===== src/hdl/lpw_pkg.sv =====
// Shared constants and types of the low-power mode and wake controller
package lpw_pkg;
  // ****************************************************
  // Register map
  // ****************************************************
  localparam int DATA_W = 8;
  localparam logic [7:0] ADDR_INT_OPT = 8'hC8;
  localparam logic [7:0] ADDR_CONV_CTRL = 8'hD1;
  localparam logic [7:0] ADDR_TIMER_CTRL = 8'hD4;
  localparam logic [7:0] ADDR_STATUS = 8'hE0;
  localparam logic [7:0] REG_RESET = 8'h00;
  // ****************************************************
  // Field positions
  // ****************************************************
  localparam int LES_BIT = 6;
  localparam int ESB_BIT = 5;
  localparam int GEN_BIT = 4;
  localparam int TMZ_BIT = 7;
  localparam int ETI_BIT = 6;
  localparam int EOC_BIT = 6;
  localparam int EAI_BIT = 5;
  // ****************************************************
  // Vectors, modes, contexts, timing
  // ****************************************************
  localparam logic [2:0] VEC_NMI = 3'h0;
  localparam logic [2:0] VEC_PORT_A = 3'h1;
  localparam logic [2:0] VEC_PORT_BC = 3'h2;
  localparam logic [2:0] VEC_TIMER = 3'h3;
  localparam logic [2:0] VEC_CONV = 3'h4;
  localparam int STAB_CYCLES_DEF = 2048;
  typedef enum logic [1:0] {
    LPW_RUN = 2'b00,
    LPW_WAIT = 2'b01,
    LPW_STOP = 2'b10,
    LPW_STAB = 2'b11
  } lpw_mode_t;
  typedef enum logic [1:0] {
    LPW_CTX_NORM = 2'b00,
    LPW_CTX_IRQ = 2'b01,
    LPW_CTX_NMI = 2'b10
  } lpw_ctx_t;
endpackage : lpw_pkg


===== src/hdl/lpw_delay.sv =====
// Restart delay counter for the oscillator after stop mode
`timescale 1ns/1ps
`default_nettype none
module lpw_delay #(
  parameter int COUNT = 2048
) (
  // Clock and reset
  input wire logic clk,
  input wire logic sys_rst,
  // Control
  input wire logic start,
  output logic busy,
  output logic done
);
  import lpw_pkg::*;
  localparam int W = $clog2(COUNT + 1);
  logic [W-1:0] cnt;

  if (COUNT < 1) begin : g_chk
    $error("lpw_delay COUNT must be at least one");
  end

  always_ff @(posedge clk or posedge sys_rst) begin
    if (sys_rst) begin
      cnt <= '0;
      busy <= 1'b0;
    end else if (start) begin
      cnt <= W'(COUNT - 1);
      busy <= 1'b1;
    end else if (busy) begin
      if (cnt == '0) begin
        busy <= 1'b0;
      end else begin
        cnt <= cnt - 1'b1;
      end
    end
  end

  assign done = busy && (cnt == '0);
endmodule : lpw_delay
`default_nettype wire


===== src/hdl/lpw_ctrl.sv =====
// Wait/stop mode sequencing, wake-up and interrupt dispatch for the core
`timescale 1ns/1ps
`default_nettype none
module lpw_ctrl #(
  parameter int PA_W = 8,
  parameter int PBC_W = 16,
  parameter int STAB_CYCLES = lpw_pkg::STAB_CYCLES_DEF
) (
  // Clock and reset
  input wire logic clk,
  input wire logic sys_rst,
  // Register port
  input wire logic [7:0] reg_addr,
  input wire logic [lpw_pkg::DATA_W-1:0] reg_wdata,
  input wire logic reg_wr,
  input wire logic reg_rd,
  output logic [lpw_pkg::DATA_W-1:0] reg_rdata,
  // Core sequencer
  input wire logic sleep_wait,
  input wire logic sleep_stop,
  input wire logic core_reti,
  input wire logic irq_ack,
  output logic irq_req,
  output logic [2:0] irq_vec,
  output logic core_halt,
  output lpw_pkg::lpw_ctx_t core_ctx,
  // Power state
  output logic osc_run,
  output lpw_pkg::lpw_mode_t mode_state,
  // Watchdog state
  input wire logic hw_wdg_sel,
  input wire logic sw_wdg_en,
  // Interrupt sources
  input wire logic nmi_pin_n,
  input wire logic [PA_W-1:0] pa_pin,
  input wire logic [PA_W-1:0] pa_irq_en,
  input wire logic [PBC_W-1:0] pbc_pin,
  input wire logic [PBC_W-1:0] pbc_irq_en,
  input wire logic timer_ovf,
  input wire logic conv_eoc
);
  import lpw_pkg::*;

  if (PA_W < 1 || PBC_W < 1 || STAB_CYCLES < 1) begin : g_chk
    $error("lpw_ctrl widths and delay must be at least one");
  end

  lpw_mode_t mode;
  lpw_mode_t next_mode;
  lpw_ctx_t ctx;
  lpw_ctx_t ctx_saved;
  logic les, esb, gen;
  logic timer_irq_en, timer_overflow_flag;
  logic conv_irq_en, conv_eoc_flag;
  logic nmi_s1, nmi_s2, nmi_d, nmi_lat;
  logic [PA_W-1:0] pa_s1, pa_s2;
  logic [PBC_W-1:0] pbc_s1, pbc_s2;
  logic a_line, a_line_d, a_lat;
  logic bc_line, bc_line_d, bc_lat, bc_edge;
  logic v1_req, v2_req, v3_req, v4_req;
  logic wake_any, stop_wake, wdg_on, take;
  logic stab_start, stab_done;

  // ****************************************************
  // Pin synchronisers and edge detection
  // ****************************************************
  always_ff @(posedge clk or posedge sys_rst) begin
    if (sys_rst) begin
      nmi_s1 <= 1'b1;
      nmi_s2 <= 1'b1;
      nmi_d <= 1'b1;
      pa_s1 <= '1;
      pa_s2 <= '1;
      pbc_s1 <= '1;
      pbc_s2 <= '1;
      a_line_d <= 1'b1;
      bc_line_d <= 1'b1;
    end else begin
      nmi_s1 <= nmi_pin_n;
      nmi_s2 <= nmi_s1;
      nmi_d <= nmi_s2;
      pa_s1 <= pa_pin;
      pa_s2 <= pa_s1;
      pbc_s1 <= pbc_pin;
      pbc_s2 <= pbc_s1;
      a_line_d <= a_line;
      bc_line_d <= bc_line;
    end
  end

  // Disabled pins are forced high so they never pull the wired line
  assign a_line = &(pa_s2 | ~pa_irq_en);
  assign bc_line = &(pbc_s2 | ~pbc_irq_en);
  assign bc_edge = esb ? (~bc_line_d & bc_line) : (bc_line_d & ~bc_line);

  // ****************************************************
  // Request latches
  // ****************************************************
  assign take = irq_req && irq_ack;

  // Set wins over the clear taken at routine entry
  always_ff @(posedge clk or posedge sys_rst) begin
    if (sys_rst) begin
      nmi_lat <= 1'b0;
      a_lat <= 1'b0;
      bc_lat <= 1'b0;
    end else begin
      nmi_lat <= (nmi_d & ~nmi_s2) | (nmi_lat & ~(take && irq_vec == VEC_NMI));
      a_lat <= ~les & ((a_line_d & ~a_line) | (a_lat & ~(take && irq_vec == VEC_PORT_A)));
      bc_lat <= bc_edge | (bc_lat & ~(take && irq_vec == VEC_PORT_BC));
    end
  end

  // Level mode keeps no memory: the pin must still be low when sampled
  assign v1_req = gen & (les ? ~a_line : a_lat);
  assign v2_req = gen & bc_lat;
  assign v3_req = gen & timer_irq_en & timer_overflow_flag;
  assign v4_req = gen & conv_irq_en & conv_eoc_flag;

  // ****************************************************
  // Wake decisions
  // ****************************************************
  assign wake_any = (gen & nmi_lat) | v1_req | v2_req | v3_req | v4_req;
  assign stop_wake = (gen & nmi_lat) | v1_req | v2_req;
  assign wdg_on = hw_wdg_sel | sw_wdg_en;

  // ****************************************************
  // Mode sequencing
  // ****************************************************
  always_comb begin
    next_mode = mode;
    unique case (mode)
      LPW_RUN: begin
        if (sleep_stop && !wake_any) begin
          next_mode = wdg_on ? LPW_WAIT : LPW_STOP;
        end else if (sleep_wait && !wake_any) begin
          next_mode = LPW_WAIT;
        end
      end
      LPW_WAIT: begin
        if (wake_any) begin
          next_mode = LPW_RUN;
        end
      end
      LPW_STOP: begin
        if (stop_wake) begin
          next_mode = LPW_STAB;
        end
      end
      LPW_STAB: begin
        if (stab_done) begin
          next_mode = LPW_RUN;
        end
      end
    endcase
  end

  assign stab_start = (mode == LPW_STOP) && stop_wake;

  always_ff @(posedge clk or posedge sys_rst) begin
    if (sys_rst) begin
      mode <= LPW_RUN;
      osc_run <= 1'b1;
    end else begin
      mode <= next_mode;
      // Only stop gates the clock; wait keeps it for peripherals
      osc_run <= (next_mode != LPW_STOP);
    end
  end

  lpw_delay #(
    .COUNT(STAB_CYCLES)
  ) u_stab (
    .clk(clk),
    .sys_rst(sys_rst),
    .start(stab_start),
    .busy(),
    .done(stab_done)
  );

  // Clock source choice stays outside; wake only flips the run gate
  assign core_halt = (mode != LPW_RUN);
  assign mode_state = mode;
  assign core_ctx = ctx;

  // ****************************************************
  // Dispatch and context
  // ****************************************************
  // Resumption after wake falls out of the context gating below
  always_comb begin
    irq_req = 1'b0;
    irq_vec = VEC_NMI;
    if (mode == LPW_RUN) begin
      if (nmi_lat && ctx != LPW_CTX_NMI) begin
        irq_req = 1'b1;
      end else if (ctx == LPW_CTX_NORM) begin
        irq_req = v1_req | v2_req | v3_req | v4_req;
        if (v1_req) begin
          irq_vec = VEC_PORT_A;
        end else if (v2_req) begin
          irq_vec = VEC_PORT_BC;
        end else if (v3_req) begin
          irq_vec = VEC_TIMER;
        end else if (v4_req) begin
          irq_vec = VEC_CONV;
        end
      end
    end
  end

  always_ff @(posedge clk or posedge sys_rst) begin
    if (sys_rst) begin
      ctx <= LPW_CTX_NORM;
      ctx_saved <= LPW_CTX_NORM;
    end else if (take) begin
      if (irq_vec == VEC_NMI) begin
        ctx_saved <= ctx;
        ctx <= LPW_CTX_NMI;
      end else begin
        ctx <= LPW_CTX_IRQ;
      end
    end else if (core_reti) begin
      unique case (ctx)
        LPW_CTX_NMI: ctx <= ctx_saved;
        LPW_CTX_IRQ: ctx <= LPW_CTX_NORM;
        LPW_CTX_NORM: ctx <= LPW_CTX_NORM;
        default: ctx <= LPW_CTX_NORM;
      endcase
    end
  end

  // ****************************************************
  // Register port
  // ****************************************************
  always_ff @(posedge clk or posedge sys_rst) begin
    if (sys_rst) begin
      les <= 1'b0;
      esb <= 1'b0;
      gen <= 1'b0;
    end else if (reg_wr && reg_addr == ADDR_INT_OPT) begin
      les <= reg_wdata[LES_BIT];
      esb <= reg_wdata[ESB_BIT];
      gen <= reg_wdata[GEN_BIT];
    end
  end

  // Flags clear on a written zero; a new event in that cycle wins
  always_ff @(posedge clk or posedge sys_rst) begin
    if (sys_rst) begin
      timer_irq_en <= 1'b0;
      timer_overflow_flag <= 1'b0;
    end else begin
      if (reg_wr && reg_addr == ADDR_TIMER_CTRL) begin
        timer_irq_en <= reg_wdata[ETI_BIT];
      end
      timer_overflow_flag <= timer_ovf | (timer_overflow_flag
        & ~(reg_wr && reg_addr == ADDR_TIMER_CTRL && !reg_wdata[TMZ_BIT]));
    end
  end

  always_ff @(posedge clk or posedge sys_rst) begin
    if (sys_rst) begin
      conv_irq_en <= 1'b0;
      conv_eoc_flag <= 1'b0;
    end else begin
      if (reg_wr && reg_addr == ADDR_CONV_CTRL) begin
        conv_irq_en <= reg_wdata[EAI_BIT];
      end
      conv_eoc_flag <= conv_eoc | (conv_eoc_flag
        & ~(reg_wr && reg_addr == ADDR_CONV_CTRL && !reg_wdata[EOC_BIT]));
    end
  end

  // Option register is write-only and reads back as zero
  always_ff @(posedge clk or posedge sys_rst) begin
    if (sys_rst) begin
      reg_rdata <= REG_RESET;
    end else begin
      reg_rdata <= REG_RESET;
      if (reg_rd) begin
        unique case (reg_addr)
          ADDR_TIMER_CTRL: begin
            reg_rdata[TMZ_BIT] <= timer_overflow_flag;
            reg_rdata[ETI_BIT] <= timer_irq_en;
          end
          ADDR_CONV_CTRL: begin
            reg_rdata[EOC_BIT] <= conv_eoc_flag;
            reg_rdata[EAI_BIT] <= conv_irq_en;
          end
          ADDR_STATUS: reg_rdata <= {mode, ctx, nmi_lat, a_lat, bc_lat, stab_done};
          default: reg_rdata <= REG_RESET;
        endcase
      end
    end
  end

  // ****************************************************
  // Checks
  // ****************************************************
  localparam int SL_W = $clog2(STAB_CYCLES + 1);
  logic [SL_W-1:0] stab_len;

  always_ff @(posedge clk or posedge sys_rst) begin
    if (sys_rst) begin
      stab_len <= '0;
    end else begin
      stab_len <= (mode == LPW_STAB) ? stab_len + 1'b1 : '0;
    end
  end
endmodule : lpw_ctrl
`default_nettype wire


===== config.mk =====
export PLATFORM = sky130hd
export DESIGN_NAME = lpw_ctrl
export DESIGN_NICKNAME = d
export VERILOG_FILES = /design/src/hdl/lpw_pkg.sv /design/src/hdl/lpw_delay.sv /design/src/hdl/lpw_ctrl.sv
export SDC_FILE = /design/constraint.sdc
export NUM_CORES = 1
export LEC_CHECK = 0
export ABC_AREA = 1
export BUFFER_PORTS_ARGS = -buffer_cell sky130_fd_sc_hd__buf_2
export CAP_MARGIN = 0
export CORE_MARGIN = 1
export CORE_UTILIZATION = 48
export CTS_CLUSTER_SIZE = 14
export DETAILED_ROUTE_END_ITERATION = 7
export GPL_TIMING_DRIVEN = 0
export PLACE_DENSITY = 0.79
export SETUP_SLACK_MARGIN = 0.2
export SLEW_MARGIN = 10
export SYNTH_ARGS = -nofsm -noshare
export SYNTH_HDL_FRONTEND = slang
export SYNTH_HIERARCHICAL = 1
export SYNTH_SLANG_ARGS = --single-unit

===== constraint.sdc =====
create_clock -name clk -period 2.3 [get_ports clk]
set_input_delay 0.46 -clock clk [delete_from_list [all_inputs] [get_ports clk]]
set_output_delay 0.46 -clock clk [all_outputs]
set_load 0.05 [all_outputs]

# Word-level counts from Yosys, hierarchy flattened
# Index checks and enable logic that the tools add are counted.
# totals
out_inout_bits	18
ff_bits	91
# op_classes
n_bitwise	44
eq_ne	13
reduce_logical	28
n_mux	34
n_addsub	1
# ops
operator	n
2-to-1 mux 12 bit	3
equality test 8 bit, second input constant	4
2-to-1 mux 3 bit	7
2-to-1 mux 2 bit	10
bitwise AND 1 bit	17
NOT 16 bit	1
OR 16 bit	1
AND reduction 16 bit	1
logical AND 1 bit	14
OR 1 bit	13
logical NOT 12 bit	1
subtractor 12 x 1 -> 12 bit, second input constant	1
NOT 1 bit	10
2-to-1 mux 1 bit	8
2-to-1 mux 8 bit	1
NOT 8 bit	1
OR 8 bit	1
one-hot mux 2 bit (4 select lines)	1
AND reduction 8 bit	1
equality test 2 bit, second input constant	3
inequality test 2 bit, second input constant	3
nonzero test 2 bit	3
2-to-1 mux 5 bit	1
logical NOT 2 bit	2
8 further kinds	12

# Logic depth before layout (Yosys ltp)
# depth
word_depth	18
depth_mapped	14
ltp_nobuf	13

# By module
# Netlist, hierarchy kept.
# modules_own_cells
mod	n_inst	cells_each	seq_area_each_um2	area_each_um2
lpw_ctrl	1	273	2019.4	2959.1
lpw_delay	1	128	325.3	890.9

# Least setup slack after synthesis
# No wires, ideal clock.
# synth_path
path_kind	register -> output
start	register mode[0], in the netlist mode_state[0]
end	output irq_vec[2]
required_ps	1840
t_arrival_ps	2135
path_slack_ps	-295
path_buffers	0
stages_incl_launch_ff	6
path_cell_list	dfrtp_1 nor2_4 nand3_1 inv_1 nand2_1 nor3_1
# synth_between
elab_chain_len	2
# synth_lines
item	line_no	text
from (decl)	lpw_ctrl.sv:48	lpw_mode_t mode;
from (signal assigned)	lpw_ctrl.sv:165	mode <= next_mode;
logical NOT 2 bit	lpw_ctrl.sv:193	if (mode == LPW_RUN) begin
2-to-1 mux 3 bit	lpw_ctrl.sv:193	
to (decl)	lpw_ctrl.sv:24	output logic [2:0] irq_vec,
# No other way between the ends.

# Worst setup path in the final report
# layout_path
start	register pa_s2[7]
end	output irq_vec[2]
# layout_between
elab_chain_len	9
# layout_lines
item	line_no	text
from (decl)	lpw_ctrl.sv:56	logic [PA_W-1:0] pa_s1, pa_s2;
from (signal assigned)	lpw_ctrl.sv:83	pa_s2 <= pa_s1;
OR 8 bit	lpw_ctrl.sv:92	assign a_line = &(pa_s2 | ~pa_irq_en);
AND reduction 8 bit	lpw_ctrl.sv:92	
NOT 1 bit	lpw_ctrl.sv:115	assign v1_req = gen & (les ? ~a_line : a_lat);
2-to-1 mux 1 bit	lpw_ctrl.sv:115	
bitwise AND 1 bit	lpw_ctrl.sv:115	
2-to-1 mux 3 bit	lpw_ctrl.sv:198	if (v1_req) begin
2-to-1 mux 3 bit	lpw_ctrl.sv:196	end else if (ctx == LPW_CTX_NORM) begin
2-to-1 mux 3 bit	lpw_ctrl.sv:194	if (nmi_lat && ctx != LPW_CTX_NMI) begin
2-to-1 mux 3 bit	lpw_ctrl.sv:193	
# No other way between the ends.

==> flow_metrics.py <==
metrics = {
    "place": {
        "place_congestion": 0.882,
        "placed_cells": 595,
        "io_buffers": 90,
        "dp_slack_ps": -32.4,
        "dp_hpwl_um": 5810,
    },
    "floorplanning": {
        "dieHeight_um": 91.6,
        "boundaryPins": 95,
        "core_um2": 7730,
        "num_rows": 32,
        "start_util": 0.498,
        "die_w_um": 91.6,
        "die-area_um2": 8380,
    },
    "clock_tree": {
        "hold_buffers": 0,
        "cts_made_buffers": 9,
        "clkSinkCount": 91,
        "cts_buffer_depth": 2,
        "cts-root-buf": "clkbuf_8",
        "cts_tree": "done",
        "clk_latency_ps": 340,
        "htreeDepth": 3,
        "cts.reportedPaths.clkPinSlew_ps": 90,
    },
    "cells_and_area": {
        "final_common_cell": "buf_2",
        "instances_no_fill": 615,
        "diodes": 0,
        "fin_nets": 587,
        "area_growth_pct": 24.5,
        "drive_gt1_frac": 0.417,
        "final_util": 0.620,
        "final_cell_mix": "buf_2 (86), nand2_1 (74), inv_1 (70)",
    },
    "drt": {
        "wl_met2_um": 4010,
        "ant_nets": 0,
        "wl_per_cell_um": 12.5,
        "routedLengthMet1_um": 3240,
        "drt_first_pass_iters": 4,
        "drtIter0Drc": 98,
        "vias_per_cell": 4.77,
        "top_layer": "met4",
        "wl_met3_um": 330,
        "drcViolationCount": 0,
        "dr_total_vias": 2931,
        "totalWireLength_um": 7690,
    },
    "setup_path": {
        "critPathArrivalTime_ps": 1780,
        "start_kind": "flip-flop",
        "critical_path.max_fanout": 5,
        "worstSetupEndpointType": "output pin",
        "crit_type": "reg -> out",
        "worstPathRequired_ps": 1840,
    },
    "timing": {
        "final-max-slew-violation-count": 0,
        "rsz0062_at_grt": "yes",
        "whs_ps": 168,
        "tns_ps": 0,
        "final.setup.worst_slack_ps": 64.9,
        "max_freq_mhz": 447,
        "setup_violations": 0,
        "min_period_over_period": 0.972,
        "final-hold-violation-count": 0,
        "fin_skew_ps": 6.37,
        "fin_crit_ps": 2240,
        "slew-limit-headroom": 0.637,
        "worst_pin_slew_ps": 544,
    },
    "power": {
        "vdd_drop_max_uv": 519,
        "p_per_area_nw_per_um2": 900,
        "leakage_nw": 2.42,
    },
    "synth": {
        "syn_nets": 480,
        "synth_largest_area_cell": "dfstp_2",
        "synth_edf_count": 0,
        "ys_ff_latch": 91,
        "synth_area_um2": 3850,
        "yosysSeqAreaShare": 0.609,
        "synth-main-ff-cell": "dfstp_2",
        "synth_area_leaders": "dfstp_2 (37%), dfrtp_1 (24%), nand2_1 (7.7%), inv_1 (7.3%), nor2_1 (3.8%)",
        "synth_cell_types": 36,
        "synth_top_area_frac": 0.369,
        "post_synth.cell_area_avg_um2": 9.60,
        "yosysWarnings": 6,
        "async_reset_ff_frac": 1.00,
        "postSynthCellCount": 401,
    },
    "global_routing": {
        "grt_start_max_net_pins": 44,
        "grt_usage": 0.197,
        "grt_pass1_vias": 2956,
        "grt_pass1_wl_um": 12900,
        "gr-total-overflow": 0,
        "antenna_found_initial": 0,
    },
    "flow_run": {
        "max_cap_viol_count": 0,
    },
    "hold_path": {
        "hold_class": "in -> async",
    },
    "outcome": {
        "status": "finished clean",
    },
}
-- power by group --
part	internal (W)	switching, W	leakage [nW]
Combinational	0.000426	0.000853	1.32
Clock	0.000461	0.000553	0.0974
Sequential	0.00184	0.000187	1.00
Total	0.00272	0.00159	2.42
-- registers in the layout, summed over array words and instances (netlist names), 2 cells and up --
register / cells
reg_rdata: 8
pbc_s2: 16
pbc_s1: 16
pa_s2: 8
pa_s1: 8
mode_state: 2
u_stab/cnt: 12
core_ctx: 2
ctx_saved: 2
-- routing by layer --
| metal | track usage | vias to the layer above |
|---|---|---|
| met2 | 0.348 | 81 |
| met4 | 0.0688 | 0 |
| met5 | 0 | - |
| met3 | 0.0402 | 13 |
| met1 | 0.239 | 1364 |
| li1 | - | 1473 |
-- layout make-up --
| cell class | instances | area, um2 |
|---|---|---|
| plain buffers | 2 | 18.8 |
| clock buffers | 12 | 155 |
| clock inverters | 4 | 31.3 |
| fillers | 658 | 2930 |
| inverters | 76 | 289 |
| multi-input cells | 232 | 1280 |
| flip-flops and latches | 91 | 2340 |
| well taps | 102 | 128 |
| repair buffers | 96 | 546 |
-- critical path, stage by stage, from the launching register on --
cell,delay (ps)
dfstp_2,530
inv_2,30
nand2_1,50
nand2_1,80
nor2_4,130
nand3_2,100
nand2_4,120
nand2_4,70
nor3_4,140
buf_6,180
-- final timing paths --
| path | start | end | slack, ps | cells after the start |
|---|---|---|---|---|
| hold reg to reg | pa_s1[5] | pa_s2[5] | 350 | 0 |
| setup reg to reg | pa_s2[7] | u_stab/cnt[3] | 390 | 14 |
| hold / removal | sys_rst | u_stab/cnt[3] | 170 | 2 |
| max in group asynchronous | sys_rst | osc_run | 1620 | 4 |
| min in group clk | pa_pin[0] | pa_s1[0] | 200 | 1 |
| setup / recovery | pa_s2[7] | irq_vec[2] | 60 | 9 |
-- synthesized netlist by cell type, types with 2 or more instances --
| cell | n |
|---|---|
| dfrtp_1 | 37 |
| nor2_2 | 4 |
| o21ai_0 | 14 |
| inv_1 | 75 |
| nand3_1 | 26 |
| dfstp_2 | 54 |
| nor2_4 | 3 |
| nand2_2 | 4 |
| o211ai_1 | 2 |
| o21ai_2 | 8 |
| ha_1 | 2 |
| mux2_2 | 2 |
| a21oi_1 | 3 |
| nand2_4 | 2 |
| nor2_1 | 39 |
| a31oi_1 | 2 |
| a21oi_2 | 2 |
| nor3_1 | 9 |
| nand2_1 | 79 |
| nand4_1 | 6 |
| o21ai_1 | 2 |
| o22ai_1 | 12 |
-- timing repair --
action,4_1_cts,5_1_grt
buffers inserted,2,2
endpoints found under the setup margin,14,18
pin swaps,2,6
resized for setup,18,13
endpoints found under the hold margin,0,0
-- kinds of logic after synthesis --
kind of cell | after synthesis | share of synthesized area
simple gates | 182 | 0.225
fa+ha+maj | 2 | 0.00650
compound gates | 46 | 0.0760
flops | 91 | 0.609
buf+inv | 78 | 0.0780
mux | 2 | 0.00585
-- stage by stage --
| step | cell area (um2) | power, W |
|---|---|---|
| global route | 4790 | 0.00460 |
| finish | 4790 | 0.00432 |
| detailed placement | 4490 | 0.00327 |
| global placement | 4450 | 0.00322 |
| CTS | 4750 | 0.00433 |
| floorplan | 3870 | 0.00295 |
Note: power is estimated with default switching activity, not from simulation.
